## src/hdl/rwm_params.svh

```systemverilog
// Constants of the remote word monitor and instruction link
`ifndef RWM_PARAMS_SVH
`define RWM_PARAMS_SVH
// Default nonzero error code of the response word
`define RWM_ERR_CODE     16'h0001
`define RWM_ZERO16       16'h0000
// Host register byte offsets
`define RWM_OFS_CODE1    8'h00
`define RWM_OFS_CODE2    8'h04
`define RWM_OFS_INSTR    8'h08
`define RWM_OFS_WDATA    8'h0C
`define RWM_OFS_CMD      8'h10
`define RWM_OFS_STATUS   8'h14
`define RWM_OFS_MASK     8'h18
`define RWM_OFS_RES0     8'h20
`define RWM_OFS_RES1     8'h24
`define RWM_OFS_RESP     8'h28
`define RWM_OFS_READ     8'h2C
`define RWM_OFS_RES5     8'h30
`define RWM_OFS_RES6     8'h34
// Command and status bit positions, status width and AXI response codes
`define RWM_BIT_MON      0
`define RWM_BIT_INS      1
`define RWM_BIT_ERR      2
`define RWM_STAT_W       3
`define RWM_RESP_OKAY    2'b00
`define RWM_RESP_SLVERR  2'b10
`endif

```

## src/hdl/rwm_pkg.sv

```systemverilog
// Types shared by both ends of the remote word link
`include "rwm_params.svh"
package rwm_pkg;
  typedef enum logic [1:0] {DEV_IDLE, DEV_FETCH1, DEV_FETCH2, DEV_INSTR} rwm_dev_st_t;
  typedef enum logic [1:0] {HS_IDLE, HS_REQ, HS_DROP} rwm_hs_t;

  typedef struct packed {
    rwm_dev_st_t st;
    logic [15:0] w0;
    logic [15:0] w1;
    logic [15:0] w3;
    logic [15:0] w5;
    logic [15:0] w6;
    logic [15:0] resp;
    logic        mon_err;
    logic        ins_err;
    logic        mvalid;
    logic        icomplete;
    logic        stat_req;
    logic [15:0] stat_code;
    logic        ins_req;
    logic [15:0] ins_code;
    logic [15:0] ins_wdata;
    logic [15:0] t_lo;
    logic [15:0] t_hi;
    logic        t_err;
  } rwm_dev_state_t;

  typedef struct packed {
    rwm_hs_t     mon;
    rwm_hs_t     ins;
    logic [15:0] code1;
    logic [15:0] code2;
    logic [15:0] instr;
    logic [15:0] wdata;
    logic [15:0] res0;
    logic [15:0] res1;
    logic [15:0] resp;
    logic [15:0] rdval;
    logic [15:0] res5;
    logic [15:0] res6;
    logic [`RWM_STAT_W-1:0] stat;
    logic [`RWM_STAT_W-1:0] mask;
    logic        irq;
    logic        aw_got;
    logic [7:0]  aw_addr;
    logic        w_got;
    logic [31:0] w_data;
    logic [3:0]  w_strb;
    logic        awready;
    logic        wready;
    logic        bvalid;
    logic [1:0]  bresp;
    logic        arready;
    logic        rvalid;
    logic [31:0] rdata;
    logic [1:0]  rresp;
  } rwm_host_state_t;
endpackage : rwm_pkg
```

## src/hdl/rwm_if.sv

```systemverilog
// Remote word registers and handshake bits between controller and driver
interface rwm_if;
  logic [15:0] first_monitor_code;
  logic [15:0] second_monitor_code;
  logic [15:0] instruction_select;
  logic [15:0] write_value;
  logic        monitor_request_bit;
  logic        instruction_request_bit;
  logic [15:0] monitor_result_word0;
  logic [15:0] monitor_result_word1;
  logic [15:0] response_status;
  logic [15:0] read_value;
  logic [15:0] second_monitor_low_half;
  logic [15:0] second_monitor_high_half;
  logic        monitor_valid_bit;
  logic        instruction_complete_bit;

  modport dev (
    input  first_monitor_code, second_monitor_code, instruction_select, write_value,
    input  monitor_request_bit, instruction_request_bit,
    output monitor_result_word0, monitor_result_word1, response_status, read_value,
    output second_monitor_low_half, second_monitor_high_half,
    output monitor_valid_bit, instruction_complete_bit
  );
  modport host (
    output first_monitor_code, second_monitor_code, instruction_select, write_value,
    output monitor_request_bit, instruction_request_bit,
    input  monitor_result_word0, monitor_result_word1, response_status, read_value,
    input  second_monitor_low_half, second_monitor_high_half,
    input  monitor_valid_bit, instruction_complete_bit
  );
endinterface : rwm_if

```

## src/hdl/rwm_host.sv

```systemverilog
// Controller end: AXI4-Lite registers driving the remote word handshakes
//
// Added by the designer: the AXI4-Lite register port and the placing of the registers.
`include "rwm_params.svh"
module rwm_host
  import rwm_pkg::*;
(
  input  wire logic        aclk,
  input  wire logic        aresetn,
  rwm_if.host              link,
  input  wire logic [7:0]  s_axi_awaddr,
  input  wire logic        s_axi_awvalid,
  output wire logic        s_axi_awready,
  input  wire logic [31:0] s_axi_wdata,
  input  wire logic [3:0]  s_axi_wstrb,
  input  wire logic        s_axi_wvalid,
  output wire logic        s_axi_wready,
  output wire logic [1:0]  s_axi_bresp,
  output wire logic        s_axi_bvalid,
  input  wire logic        s_axi_bready,
  input  wire logic [7:0]  s_axi_araddr,
  input  wire logic        s_axi_arvalid,
  output wire logic        s_axi_arready,
  output wire logic [31:0] s_axi_rdata,
  output wire logic [1:0]  s_axi_rresp,
  output wire logic        s_axi_rvalid,
  input  wire logic        s_axi_rready,
  output wire logic        irq
);

  rwm_host_state_t s;
  rwm_host_state_t next_s;

  // Merge of the two low byte lanes into a 16-bit register
  function automatic logic [15:0] lanes(input logic [15:0] old, input logic [31:0] d, input logic [3:0] b);
    return {b[1] ? d[15:8] : old[15:8], b[0] ? d[7:0] : old[7:0]};
  endfunction : lanes

  always_comb
  begin
    logic [`RWM_STAT_W-1:0] set;
    logic [`RWM_STAT_W-1:0] clr;
    logic                   busy;
    set = '0;
    clr = '0;
    next_s = s;
    busy = (s.mon != HS_IDLE) || (s.ins != HS_IDLE);

    // Write channels taken in either order
    if (s_axi_awvalid && s.awready)
    begin
      next_s.aw_got = 1'b1;
      next_s.aw_addr = s_axi_awaddr;
    end
    if (s_axi_wvalid && s.wready)
    begin
      next_s.w_got = 1'b1;
      next_s.w_data = s_axi_wdata;
      next_s.w_strb = s_axi_wstrb;
    end
    if (s.bvalid && s_axi_bready)
    begin
      next_s.bvalid = 1'b0;
    end
    if (s.aw_got && s.w_got && !s.bvalid)
    begin
      next_s.aw_got = 1'b0;
      next_s.w_got = 1'b0;
      next_s.bvalid = 1'b1;
      next_s.bresp = `RWM_RESP_OKAY;
      unique case ({s.aw_addr[7:2], 2'b00})
        // Codes frozen while a request is pending
        `RWM_OFS_CODE1: if (!busy) next_s.code1 = lanes(s.code1, s.w_data, s.w_strb);
        `RWM_OFS_CODE2: if (!busy) next_s.code2 = lanes(s.code2, s.w_data, s.w_strb);
        `RWM_OFS_INSTR: if (!busy) next_s.instr = lanes(s.instr, s.w_data, s.w_strb);
        `RWM_OFS_WDATA: if (!busy) next_s.wdata = lanes(s.wdata, s.w_data, s.w_strb);
        `RWM_OFS_CMD:
        begin
          if (s.w_strb[0] && s.w_data[`RWM_BIT_MON] && s.mon == HS_IDLE && s.ins == HS_IDLE)
          begin
            next_s.mon = HS_REQ;
          end
          else if (s.w_strb[0] && s.w_data[`RWM_BIT_INS] && s.mon == HS_IDLE && s.ins == HS_IDLE)
          begin
            next_s.ins = HS_REQ;
          end
        end
        `RWM_OFS_STATUS: if (s.w_strb[0]) clr = s.w_data[`RWM_STAT_W-1:0];
        `RWM_OFS_MASK:   if (s.w_strb[0]) next_s.mask = s.w_data[`RWM_STAT_W-1:0];
        `RWM_OFS_RES0, `RWM_OFS_RES1, `RWM_OFS_RESP, `RWM_OFS_READ, `RWM_OFS_RES5, `RWM_OFS_RES6:
          next_s.bresp = `RWM_RESP_OKAY;
        default: next_s.bresp = `RWM_RESP_SLVERR;
      endcase
    end

    // Read channel: one outstanding read
    if (s.rvalid && s_axi_rready)
    begin
      next_s.rvalid = 1'b0;
    end
    if (s_axi_arvalid && s.arready)
    begin
      next_s.rvalid = 1'b1;
      next_s.rresp = `RWM_RESP_OKAY;
      unique case ({s_axi_araddr[7:2], 2'b00})
        `RWM_OFS_CODE1:  next_s.rdata = {16'h0000, s.code1};
        `RWM_OFS_CODE2:  next_s.rdata = {16'h0000, s.code2};
        `RWM_OFS_INSTR:  next_s.rdata = {16'h0000, s.instr};
        `RWM_OFS_WDATA:  next_s.rdata = {16'h0000, s.wdata};
        `RWM_OFS_CMD:    next_s.rdata = {30'h00000000, s.ins != HS_IDLE, s.mon != HS_IDLE};
        `RWM_OFS_STATUS: next_s.rdata = {29'h00000000, s.stat};
        `RWM_OFS_MASK:   next_s.rdata = {29'h00000000, s.mask};
        `RWM_OFS_RES0:   next_s.rdata = {16'h0000, s.res0};
        `RWM_OFS_RES1:   next_s.rdata = {16'h0000, s.res1};
        `RWM_OFS_RESP:   next_s.rdata = {16'h0000, s.resp};
        `RWM_OFS_READ:   next_s.rdata = {16'h0000, s.rdval};
        `RWM_OFS_RES5:   next_s.rdata = {16'h0000, s.res5};
        `RWM_OFS_RES6:   next_s.rdata = {16'h0000, s.res6};
        default:
        begin
          next_s.rdata = 32'h00000000;
          next_s.rresp = `RWM_RESP_SLVERR;
        end
      endcase
    end
    next_s.arready = !next_s.rvalid;

    // Monitor handshake: capture on valid, then wait for valid to fall
    unique case (s.mon)
      HS_IDLE: ;
      HS_REQ:
        if (link.monitor_valid_bit)
        begin
          next_s.res0 = link.monitor_result_word0;
          next_s.res1 = link.monitor_result_word1;
          next_s.res5 = link.second_monitor_low_half;
          next_s.res6 = link.second_monitor_high_half;
          next_s.resp = link.response_status;
          next_s.mon = HS_DROP;
        end
      HS_DROP:
        if (!link.monitor_valid_bit)
        begin
          set[`RWM_BIT_MON] = 1'b1;
          set[`RWM_BIT_ERR] = (s.resp != `RWM_ZERO16);
          next_s.mon = HS_IDLE;
        end
    endcase

    // Instruction handshake
    unique case (s.ins)
      HS_IDLE: ;
      HS_REQ:
        if (link.instruction_complete_bit)
        begin
          next_s.rdval = link.read_value;
          next_s.resp = link.response_status;
          next_s.ins = HS_DROP;
        end
      HS_DROP:
        if (!link.instruction_complete_bit)
        begin
          set[`RWM_BIT_INS] = 1'b1;
          set[`RWM_BIT_ERR] = (s.resp != `RWM_ZERO16);
          next_s.ins = HS_IDLE;
        end
    endcase

    // Sticky status: a new event wins over a same-cycle clear
    next_s.stat = (s.stat & ~clr) | set;
    next_s.irq = |(next_s.stat & next_s.mask);
    next_s.awready = !next_s.aw_got;
    next_s.wready = !next_s.w_got;
  end

  always_ff @(posedge aclk)
  begin
    if (!aresetn)
    begin
      s <= '0;
      s.mon <= HS_IDLE;
      s.ins <= HS_IDLE;
    end
    else
    begin
      s <= next_s;
    end
  end

  // Link codes and bus outputs straight from flops; request bits decoded from the handshake states
  assign link.first_monitor_code      = s.code1;
  assign link.second_monitor_code     = s.code2;
  assign link.instruction_select      = s.instr;
  assign link.write_value             = s.wdata;
  assign link.monitor_request_bit     = (s.mon == HS_REQ);
  assign link.instruction_request_bit = (s.ins == HS_REQ);
  assign s_axi_awready = s.awready;
  assign s_axi_wready  = s.wready;
  assign s_axi_bvalid  = s.bvalid;
  assign s_axi_bresp   = s.bresp;
  assign s_axi_arready = s.arready;
  assign s_axi_rvalid  = s.rvalid;
  assign s_axi_rdata   = s.rdata;
  assign s_axi_rresp   = s.rresp;
  assign irq           = s.irq;

endmodule : rwm_host

```

## src/flat_wrapper.sv

```systemverilog
// flat-port wrapper written by rule: the top's interface ports become plain ports
module rwm_host_flat import rwm_pkg::*;
  (aclk, aresetn, s_axi_awaddr, s_axi_awvalid, s_axi_awready, s_axi_wdata, s_axi_wstrb, s_axi_wvalid, s_axi_wready, s_axi_bresp, s_axi_bvalid, s_axi_bready, s_axi_araddr, s_axi_arvalid, s_axi_arready, s_axi_rdata, s_axi_rresp, s_axi_rvalid, s_axi_rready, irq, link_first_monitor_code, link_second_monitor_code, link_instruction_select, link_write_value, link_monitor_request_bit, link_instruction_request_bit, link_monitor_result_word0, link_monitor_result_word1, link_response_status, link_read_value, link_second_monitor_low_half, link_second_monitor_high_half, link_monitor_valid_bit, link_instruction_complete_bit);
  rwm_if link_i ();
  input  wire logic aclk;
  input  wire logic aresetn;
  input  wire logic [7:0] s_axi_awaddr;
  input  wire logic s_axi_awvalid;
  output wire logic s_axi_awready;
  input  wire logic [31:0] s_axi_wdata;
  input  wire logic [3:0] s_axi_wstrb;
  input  wire logic s_axi_wvalid;
  output wire logic s_axi_wready;
  output wire logic [1:0] s_axi_bresp;
  output wire logic s_axi_bvalid;
  input  wire logic s_axi_bready;
  input  wire logic [7:0] s_axi_araddr;
  input  wire logic s_axi_arvalid;
  output wire logic s_axi_arready;
  output wire logic [31:0] s_axi_rdata;
  output wire logic [1:0] s_axi_rresp;
  output wire logic s_axi_rvalid;
  input  wire logic s_axi_rready;
  output wire logic irq;
  output wire logic [$bits(link_i.first_monitor_code)-1:0] link_first_monitor_code;
  output wire logic [$bits(link_i.second_monitor_code)-1:0] link_second_monitor_code;
  output wire logic [$bits(link_i.instruction_select)-1:0] link_instruction_select;
  output wire logic [$bits(link_i.write_value)-1:0] link_write_value;
  output wire logic [$bits(link_i.monitor_request_bit)-1:0] link_monitor_request_bit;
  output wire logic [$bits(link_i.instruction_request_bit)-1:0] link_instruction_request_bit;
  input wire logic [$bits(link_i.monitor_result_word0)-1:0] link_monitor_result_word0;
  input wire logic [$bits(link_i.monitor_result_word1)-1:0] link_monitor_result_word1;
  input wire logic [$bits(link_i.response_status)-1:0] link_response_status;
  input wire logic [$bits(link_i.read_value)-1:0] link_read_value;
  input wire logic [$bits(link_i.second_monitor_low_half)-1:0] link_second_monitor_low_half;
  input wire logic [$bits(link_i.second_monitor_high_half)-1:0] link_second_monitor_high_half;
  input wire logic [$bits(link_i.monitor_valid_bit)-1:0] link_monitor_valid_bit;
  input wire logic [$bits(link_i.instruction_complete_bit)-1:0] link_instruction_complete_bit;
  assign link_first_monitor_code = link_i.first_monitor_code;
  assign link_second_monitor_code = link_i.second_monitor_code;
  assign link_instruction_select = link_i.instruction_select;
  assign link_write_value = link_i.write_value;
  assign link_monitor_request_bit = link_i.monitor_request_bit;
  assign link_instruction_request_bit = link_i.instruction_request_bit;
  assign link_i.monitor_result_word0 = link_monitor_result_word0;
  assign link_i.monitor_result_word1 = link_monitor_result_word1;
  assign link_i.response_status = link_response_status;
  assign link_i.read_value = link_read_value;
  assign link_i.second_monitor_low_half = link_second_monitor_low_half;
  assign link_i.second_monitor_high_half = link_second_monitor_high_half;
  assign link_i.monitor_valid_bit = link_monitor_valid_bit;
  assign link_i.instruction_complete_bit = link_instruction_complete_bit;
  rwm_host u_core (.aclk(aclk), .aresetn(aresetn), .link(link_i), .s_axi_awaddr(s_axi_awaddr), .s_axi_awvalid(s_axi_awvalid), .s_axi_awready(s_axi_awready), .s_axi_wdata(s_axi_wdata), .s_axi_wstrb(s_axi_wstrb), .s_axi_wvalid(s_axi_wvalid), .s_axi_wready(s_axi_wready), .s_axi_bresp(s_axi_bresp), .s_axi_bvalid(s_axi_bvalid), .s_axi_bready(s_axi_bready), .s_axi_araddr(s_axi_araddr), .s_axi_arvalid(s_axi_arvalid), .s_axi_arready(s_axi_arready), .s_axi_rdata(s_axi_rdata), .s_axi_rresp(s_axi_rresp), .s_axi_rvalid(s_axi_rvalid), .s_axi_rready(s_axi_rready), .irq(irq));
endmodule
```

## config.mk

```make
export PLATFORM = sky130hd
export DESIGN_NAME = rwm_host_flat
export DESIGN_NICKNAME = d
export VERILOG_FILES = /design/src/hdl/rwm_pkg.sv /design/src/hdl/rwm_if.sv /design/src/hdl/rwm_host.sv /design/src/flat_wrapper.sv
export VERILOG_INCLUDE_DIRS = /design/src /design/src/hdl
export SDC_FILE = /design/constraint.sdc
export NUM_CORES = 1
export LEC_CHECK = 0
export ABC_CLOCK_PERIOD_IN_PS = 2400
export BUFFER_PORTS_ARGS = -buffer_cell sky130_fd_sc_hd__buf_2
export CAP_MARGIN = 10
export CORE_MARGIN = 4
export CORE_UTILIZATION = 50
export CTS_CLUSTER_SIZE = 30
export DETAILED_ROUTE_END_ITERATION = 12
export PLACE_DENSITY = 0.86
export SLEW_MARGIN = 20
export SYNTH_ARGS = -nofsm -noshare
export SYNTH_HDL_FRONTEND = slang
export SYNTH_SLANG_ARGS = --single-unit
```

## constraint.sdc

```tcl
create_clock -name aclk -period 2.4 [get_ports aclk]
set_input_delay 0 -clock aclk [delete_from_list [all_inputs] [get_ports aclk]]
set_output_delay 0 -clock aclk [all_outputs]
set_load 0.01 [all_outputs]
```

==> results of run 1 <==
-- layout make-up --
cell class	instances	area, µm²	share of cell area
diodes	2	5.00	0.000398
repair buffers	395	2780	0.221
flip-flops and latches	220	4400	0.350
clock inverters	6	97.6	0.00776
clock buffers	33	643	0.0511
multi-input cells	800	4280	0.340
well taps	260	325	0.0259
inverters	12	50.0	0.00398
-- routing by layer --
layer | vias up | track usage
met5 | - | 0
met4 | 0 | 0.122
met3 | 115 | 0.0902
met2 | 654 | 0.477
met1 | 4497 | 0.368
li1 | 4499 | -
-- kinds of logic (layout without fill, tap and decap cells) --
logic type / Yosys count / in the layout
fa+ha+maj: 6 / 6
mux: 42 / 42
compound gates: 280 / 280
buf+inv: 196 / 446
simple gates: 454 / 454
flops: 220 / 220
other cells: 1 / 20
-- stage by stage --
| step | instances | power (mW) |
|---|---|---|
| 2_1_floorplan | 1216 | 3.97 |
| 3_5_place_dp | 1548 | 4.14 |
| 5_1_grt | 1728 | 8.03 |
| 4_1_cts | 1726 | 7.81 |
| 6_report | 1728 | 7.80 |
| 3_3_place_gp | 1548 | 4.14 |
-- placed cells by master (no fill, tap or decap), types with 14 or more instances in the layout --
| cell | count |
|---|---|
| dlygate4sd3_1 | 139 |
| conb_1 | 18 |
| a31oi_1 | 14 |
| nor2_1 | 55 |
| buf_4 | 30 |
| and3_1 | 19 |
| buf_2 | 224 |
| a221oi_1 | 15 |
| clkbuf_16 | 23 |
| and2_1 | 26 |
| nand2_1 | 289 |
| nand3_1 | 28 |
| dfxtp_1 | 220 |
| o21ai_0 | 26 |
| mux2i_1 | 42 |
| a222oi_1 | 14 |
| a21oi_1 | 155 |
| a22oi_1 | 34 |
-- worst max-delay path by stage --
stage	depth (start not counted)	endpoint	startpoint	slack [ps]
finish	8	u_core.link.write_value[8]$_SDFFE_PN0P_	u_core.s[256]$_SDFF_PN0_	300
global route	8	u_core.link.write_value[15]$_SDFFE_PN0P_	u_core.s[256]$_SDFF_PN0_	210
CTS	7	u_core.link.instruction_select[7]$_SDFFE_PN0P_	u_core.s[256]$_SDFF_PN0_	410
detailed placement	7	u_core.link.first_monitor_code[15]$_SDFFE_PN0P_	u_core.s[256]$_SDFF_PN0_	440
global placement	7	u_core.link.first_monitor_code[15]$_SDFFE_PN0P_	u_core.s[256]$_SDFF_PN0_	480
floorplan	8	u_core.s[154]$_SDFF_PN0_	u_core.s[255]$_SDFF_PN0_	610
-- power by group through the flow --
stage / sequential, mW / clock [mW] / combinational (mW)
after floorplan: 3.79 / 0 / 0.187
after global placement: 3.80 / 0 / 0.339
after detailed placement: 3.80 / 0 / 0.340
after CTS: 3.72 / 3.58 / 0.513
after global routing: 3.73 / 3.74 / 0.572
final: 3.72 / 3.55 / 0.533
-- flip-flops by register name, indices dropped and copies added, names as in the netlist --
signal                           count
u_core.s_axi_wready                  1
u_core.link.write_value             16
u_core.s_axi_rdata                  16
u_core.irq                           1
u_core.s_axi_rvalid                  1
u_core.s_axi_awready                 1
u_core.s                           132
u_core.link.first_monitor_code      16
u_core.s_axi_bvalid                  1
u_core.s_axi_bresp                   1
u_core.s_axi_rresp                   1
u_core.link.second_monitor_code     16
u_core.s_axi_arready                 1
u_core.link.instruction_select      16
-- worst max-delay path, delay by kind of cell (launching register included) --
family,cells,cell delay (ps)
simple gates,4,990
buf+inv,2,340
compound gates,1,190
flops,1,310
fa+ha+maj,1,190
-- timing repair --
| action | 4_1_cts | 5_1_grt |
|---|---|---|
| buffers inserted | 0 | 0 |
| hold buffers | 139 | 0 |
| hold endpoints to repair | 133 | 0 |
| setup endpoints to repair | 0 | 0 |
==> metrics.txt, run 1 <==
outcome=finished, final reports clean; Reg2Reg Setup Slack=around 300 ps; CTS resizes=0; DIE AREA=21900 µm²; Pleak=5.00 nW; post-synthesis instance total=between 1000 and 1500; Final Cell Area=12600 µm²; xor/xnor share of the synthesized area=0; Hold Path End=u_core.s[92]$_SDFF_PN0_; antenna violations before repair=2; 1st-iter DRT viols=approximately 1100; critical path launch point type=register; switching share of power=0.225; CP cell instances=inv_1 > ha_1 > and2_1 > nand4_1 > buf_4 > nor2_1 > nand2_1 > a21oi_1; pre-CTS setup slack=roughly 440 ps; Top Ports=265; largest area contributor in the netlist=dfxtp_1; Ys Warns=0; CP max stage delay=420 ps; Detailed Place HPWL=about 22 mm; min cycle time layout=2100 ps; WP data arrival=around 2500 ps; Layout Skew=16.2 ps; FP Rows=50; number of global-route vias before repair=9530; part of the power in the clock network=0.454; adder-cell share of the synthesized area=0.00765; routed wl met2=15.4 mm; DR top layer=met4; critical path peak fanout=11; hold depth=3; routed len/inst=19.7 µm; largest family of logic cells by synthesized area=simple AND/OR/NAND/NOR gates; Port Buffers=224; # fillers=1531; Synth Register Bits=220; M1 wire length=13.1 mm; FFs w/ async S/R, synth=0; RePlAce Congestion=0.928; Max-slew headroom=0.479; DR vias=9765; post-synthesis mux area share=0.0429; max frequency=~0.48 GHz; WL met3=4.06 mm; Crit Path Class=register to register; DRT antenna net count=0; Area growth syn-to-layout=28.3%; first-pass GRT wire length=52.3 mm; endpoints failing setup=0; RR Startpoint=u_core.s[256]$_SDFF_PN0_; clk buf depth=3; switching pwr=1.76 mW; register area share after synthesis=0.449; Hold Vio Cnt, Final=0; Syn Area/Cell=8.18 µm²; Worst Tran Pin Value=a little under 800 ps; worst min-delay path category=input pin to register; internal power=6.05 mW; routed wire length=34.0 mm; mapped cell area=9810 µm²; Peak VDD IR=0.434 mV; Area contributors post-synth=dfxtp_1, nand2_1, buf_4; Worst-path clk slew=60 ps; CTS Buf Count=23; Final period util=0.875; Seq pwr share=0.477; setup TNS=0 ps; clk root buf=clkbuf_16; Synth top area share=0.449; clk_lat worst skew=520 ps; most common cell in the synthesized netlist=nand2_1; EDFF count, synth=0; DRC violations left=0; TritonCTS clock tree=built; Num Clock Sinks=220; Worst Setup Slack, final=roughly 300 ps; hold_ws=between 4 and 5 ps; top cells by count, synth=nand2_1, dfxtp_1, a21oi_1; Simple-Gate Fraction of Synth Area=0.203; FF-to-FF path depth=8; worst endpoint required time=roughly 2800 ps; Critical R2R Capture=u_core.link.write_value[8]$_SDFFE_PN0P_; PD cells=620 nW/µm²; Die Y=approximately 150 µm; Synth cell types=52; Synth Flop Type=dfxtp_1; nets=approximately 1600; CP max stage cell=nor2_1; RSZ-0062 raised after global routing=false; Starting Density=0.516; number of max-cap violations=0; gr usage total=0.295; Die Wd=around 150 µm; final number of max-transition violations=0; fin util=0.662; drt via density=~5.7; pin count of the biggest net entering global routing=87; combinational power share=0.068; Placed Area=10400 µm²; DRT Pass-1 Iters=8; H-tree depth=1; GRT overflow=0; CP Capture Type=register; core area=roughly 19000 µm²; Compound-Gate Fraction of Synth Area=0.176; share of cells above drive strength 1=0.202; Hold Crit Start=aresetn
No activity file was read; power rests on OpenSTA's default activity.
==> run 2, diff against run 1 <==
--- a/config.mk
+++ b/config.mk
@@ -6,7 +6,7 @@
 export SDC_FILE = /design/constraint.sdc
 export NUM_CORES = 1
 export LEC_CHECK = 0
-export ABC_CLOCK_PERIOD_IN_PS = 2400
+export ABC_CLOCK_PERIOD_IN_PS = 2270
 export BUFFER_PORTS_ARGS = -buffer_cell sky130_fd_sc_hd__buf_2
 export CAP_MARGIN = 10
 export CORE_MARGIN = 4
==> constraint.sdc (replaced) <==
create_clock -name aclk -period 2.27 [get_ports aclk]
set_input_delay 0 -clock aclk [delete_from_list [all_inputs] [get_ports aclk]]
set_output_delay 0 -clock aclk [all_outputs]
set_load 0.01 [all_outputs]
==> metrics.txt, run 2 (synthesis gave the netlist of run 1 again) <==
RSZ-0062 raised after global routing=false; pin count of the biggest net entering global routing=61 (-30%); critical path launch point type=register; pre-CTS setup slack=276 ps (-169 ps); clk_lat worst skew=520 ps (about the same); nets=1637 (+1.4%); H-tree depth=1 (unchanged); number of global-route vias before repair=9869 (+3.6%); clk root buf=clkbuf_16; Setup Buffers After CTS=0 (unchanged); Top Ports=265 (unchanged); DIE AREA=21900 µm² (unchanged); setup TNS=0 ps (unchanged); TritonCTS clock tree=built; Sequential cell area=4400 µm² (unchanged); clk buf depth=3 (unchanged); Die Y=148 µm (unchanged); Crit Path Class=register to register; outcome=finished, final reports clean; share of cells above drive strength 1=0.207 (+0.00466); CTS Buf Count=24 (+4.3%); worst min-delay path category=input pin to register; most common cell after layout, fill and taps aside=nand2_1; FP Rows=50 (unchanged); DR vias=9983 (+2.2%); Peak VDD IR=0.518 mV (+19%); drt via density=5.70 (+0.83%); routed len/inst=20.0 µm (+1.4%); Placed Area=10500 µm² (+0.29%); Max-slew headroom=0.496 (+0.0167); Area growth syn-to-layout=31.2%; most frequent cells in the layout=nand2_1, buf_2, dfxtp_1; Worst Setup Slack, final=137 ps (-162 ps); worst endpoint required time=2720 ps (-120 ps); Final period util=0.940 (+0.0642); GRT overflow=0 (unchanged); combined area of the multi-input logic cells=4280 µm² (about the same); routed wire length=35.0 mm (+2.8%); max frequency=0.469 GHz (-1.5%); Tot Pwr=8.52 mW (+9.2%); Port Buffers=224 (unchanged); fin util=0.676 (+0.0149); Starting Density=0.516 (unchanged); Num Clock Sinks=220 (unchanged); # fillers=1465 (-4.3%); endpoints failing setup=0 (unchanged); critical path peak fanout=32 (+21); Die Wd=148 µm (unchanged); antenna violations before repair=1 (-1); largest register by flop count=u_core.s; Final Cell Area=12900 µm² (+2.3%); PD cells=662 nW/µm² (+6.8%); number of max-cap violations=0 (unchanged); Pleak=5.19 nW (+3.9%); WP data arrival=2580 ps (+40 ps); core area=19000 µm² (unchanged); DRT Pass-1 Iters=7 (-1); Hold Vio Cnt, Final=0 (unchanged); Layout Skew=18.9 ps (+2.74 ps); Worst-path clk slew=60 ps (about the same); 1st-iter DRT viols=1142 (+8.5%); DRT antenna net count=0 (unchanged); gr usage total=0.306 (+0.0108); Detailed Place HPWL=22.3 mm (+1.8%); DRC violations left=0 (unchanged); final number of max-transition violations=0 (unchanged); CP Capture Type=register; min cycle time layout=2130 ps (+32.0 ps); RePlAce Congestion=0.903 (-2.7%); first-pass GRT wire length=54.1 mm (+3.5%); Worst Tran Pin Value=756 ps (-25.1 ps); number of flip-flops in the largest register=132 (unchanged)
[run 2: cell count changes in the layout (fill, tap and decap cells not counted), sizes merged]
cell	previous run	this run
inv	13	12
diode	2	1
dlygate4sd3	139	156
clkinv	2	5
clkbuf	33	35
buf	256	260
[run 2: final cells by class]
type,instances,area share
Antenna cell,1,0.000195
Clock inverter,8,0.00807
Clock buffer,35,0.0561
Inverter,12,0.00389
Multi-Input combinational cell,800,0.333
Timing Repair Buffer,416,0.231
Tap cell,260,0.0253
Sequential cell,220,0.342
[run 2: final timing paths]
kind | start | cells after the start | slack, ps | endpoint
setup / recovery | u_core.s[257]$_SDFF_PN0_ | 7 | 140 | u_core.s[110]$_SDFFE_PN0P_
hold / removal | s_axi_araddr[5] | 4 | 9 | u_core.s_axi_rdata[1]$_SDFFE_PN0P_
setup reg to reg | u_core.s[257]$_SDFF_PN0_ | 7 | 140 | u_core.s[110]$_SDFFE_PN0P_
hold reg to reg | u_core.s[122]$_SDFFE_PN0P_ | 2 | 450 | u_core.s[122]$_SDFFE_PN0P_
[run 2: power breakdown]
| part | switching (mW) | internal, mW | total (mW) |
|---|---|---|---|
| Clock | 1.58 | 2.43 | 4.01 |
| Combinational | 0.273 | 0.299 | 0.572 |
| Sequential | 0.0425 | 3.89 | 3.94 |
| Total | 1.90 | 6.62 | 8.52 |
[run 2: per-layer routing]
layer / share of wire / vias up / GRT usage
met4: 0.050 / 0 / 0.139
met2: 0.45 / 676 / 0.493
met1: 0.38 / 4604 / 0.385
met5: 0 / - / 0
met3: 0.11 / 146 / 0.0823
li1: - / 4557 / -
[run 2: critical path: stages, from the launching register on]
cell and delay [ps]:
dfxtp_1 330, inv_1 80, ha_1 260, and2_4 360, buf_12 240, nand2_1 80
a21oi_1 130, dlygate4sd3_1 570
[run 2: metrics by stage]
step | instances | hold slack [ps]
2_1_floorplan | 1216 | 120
3_3_place_gp | 1552 | 245
4_1_cts | 1751 | 0.570
6_report | 1752 | 9.25
5_1_grt | 1752 | 58.1
3_5_place_dp | 1552 | 247
[run 2: what timing repair did]
action,4_1_cts,5_1_grt
hold buffers,156,0
endpoints found under the hold margin,152,0
setup endpoints to repair,0,9
resized for setup,0,1
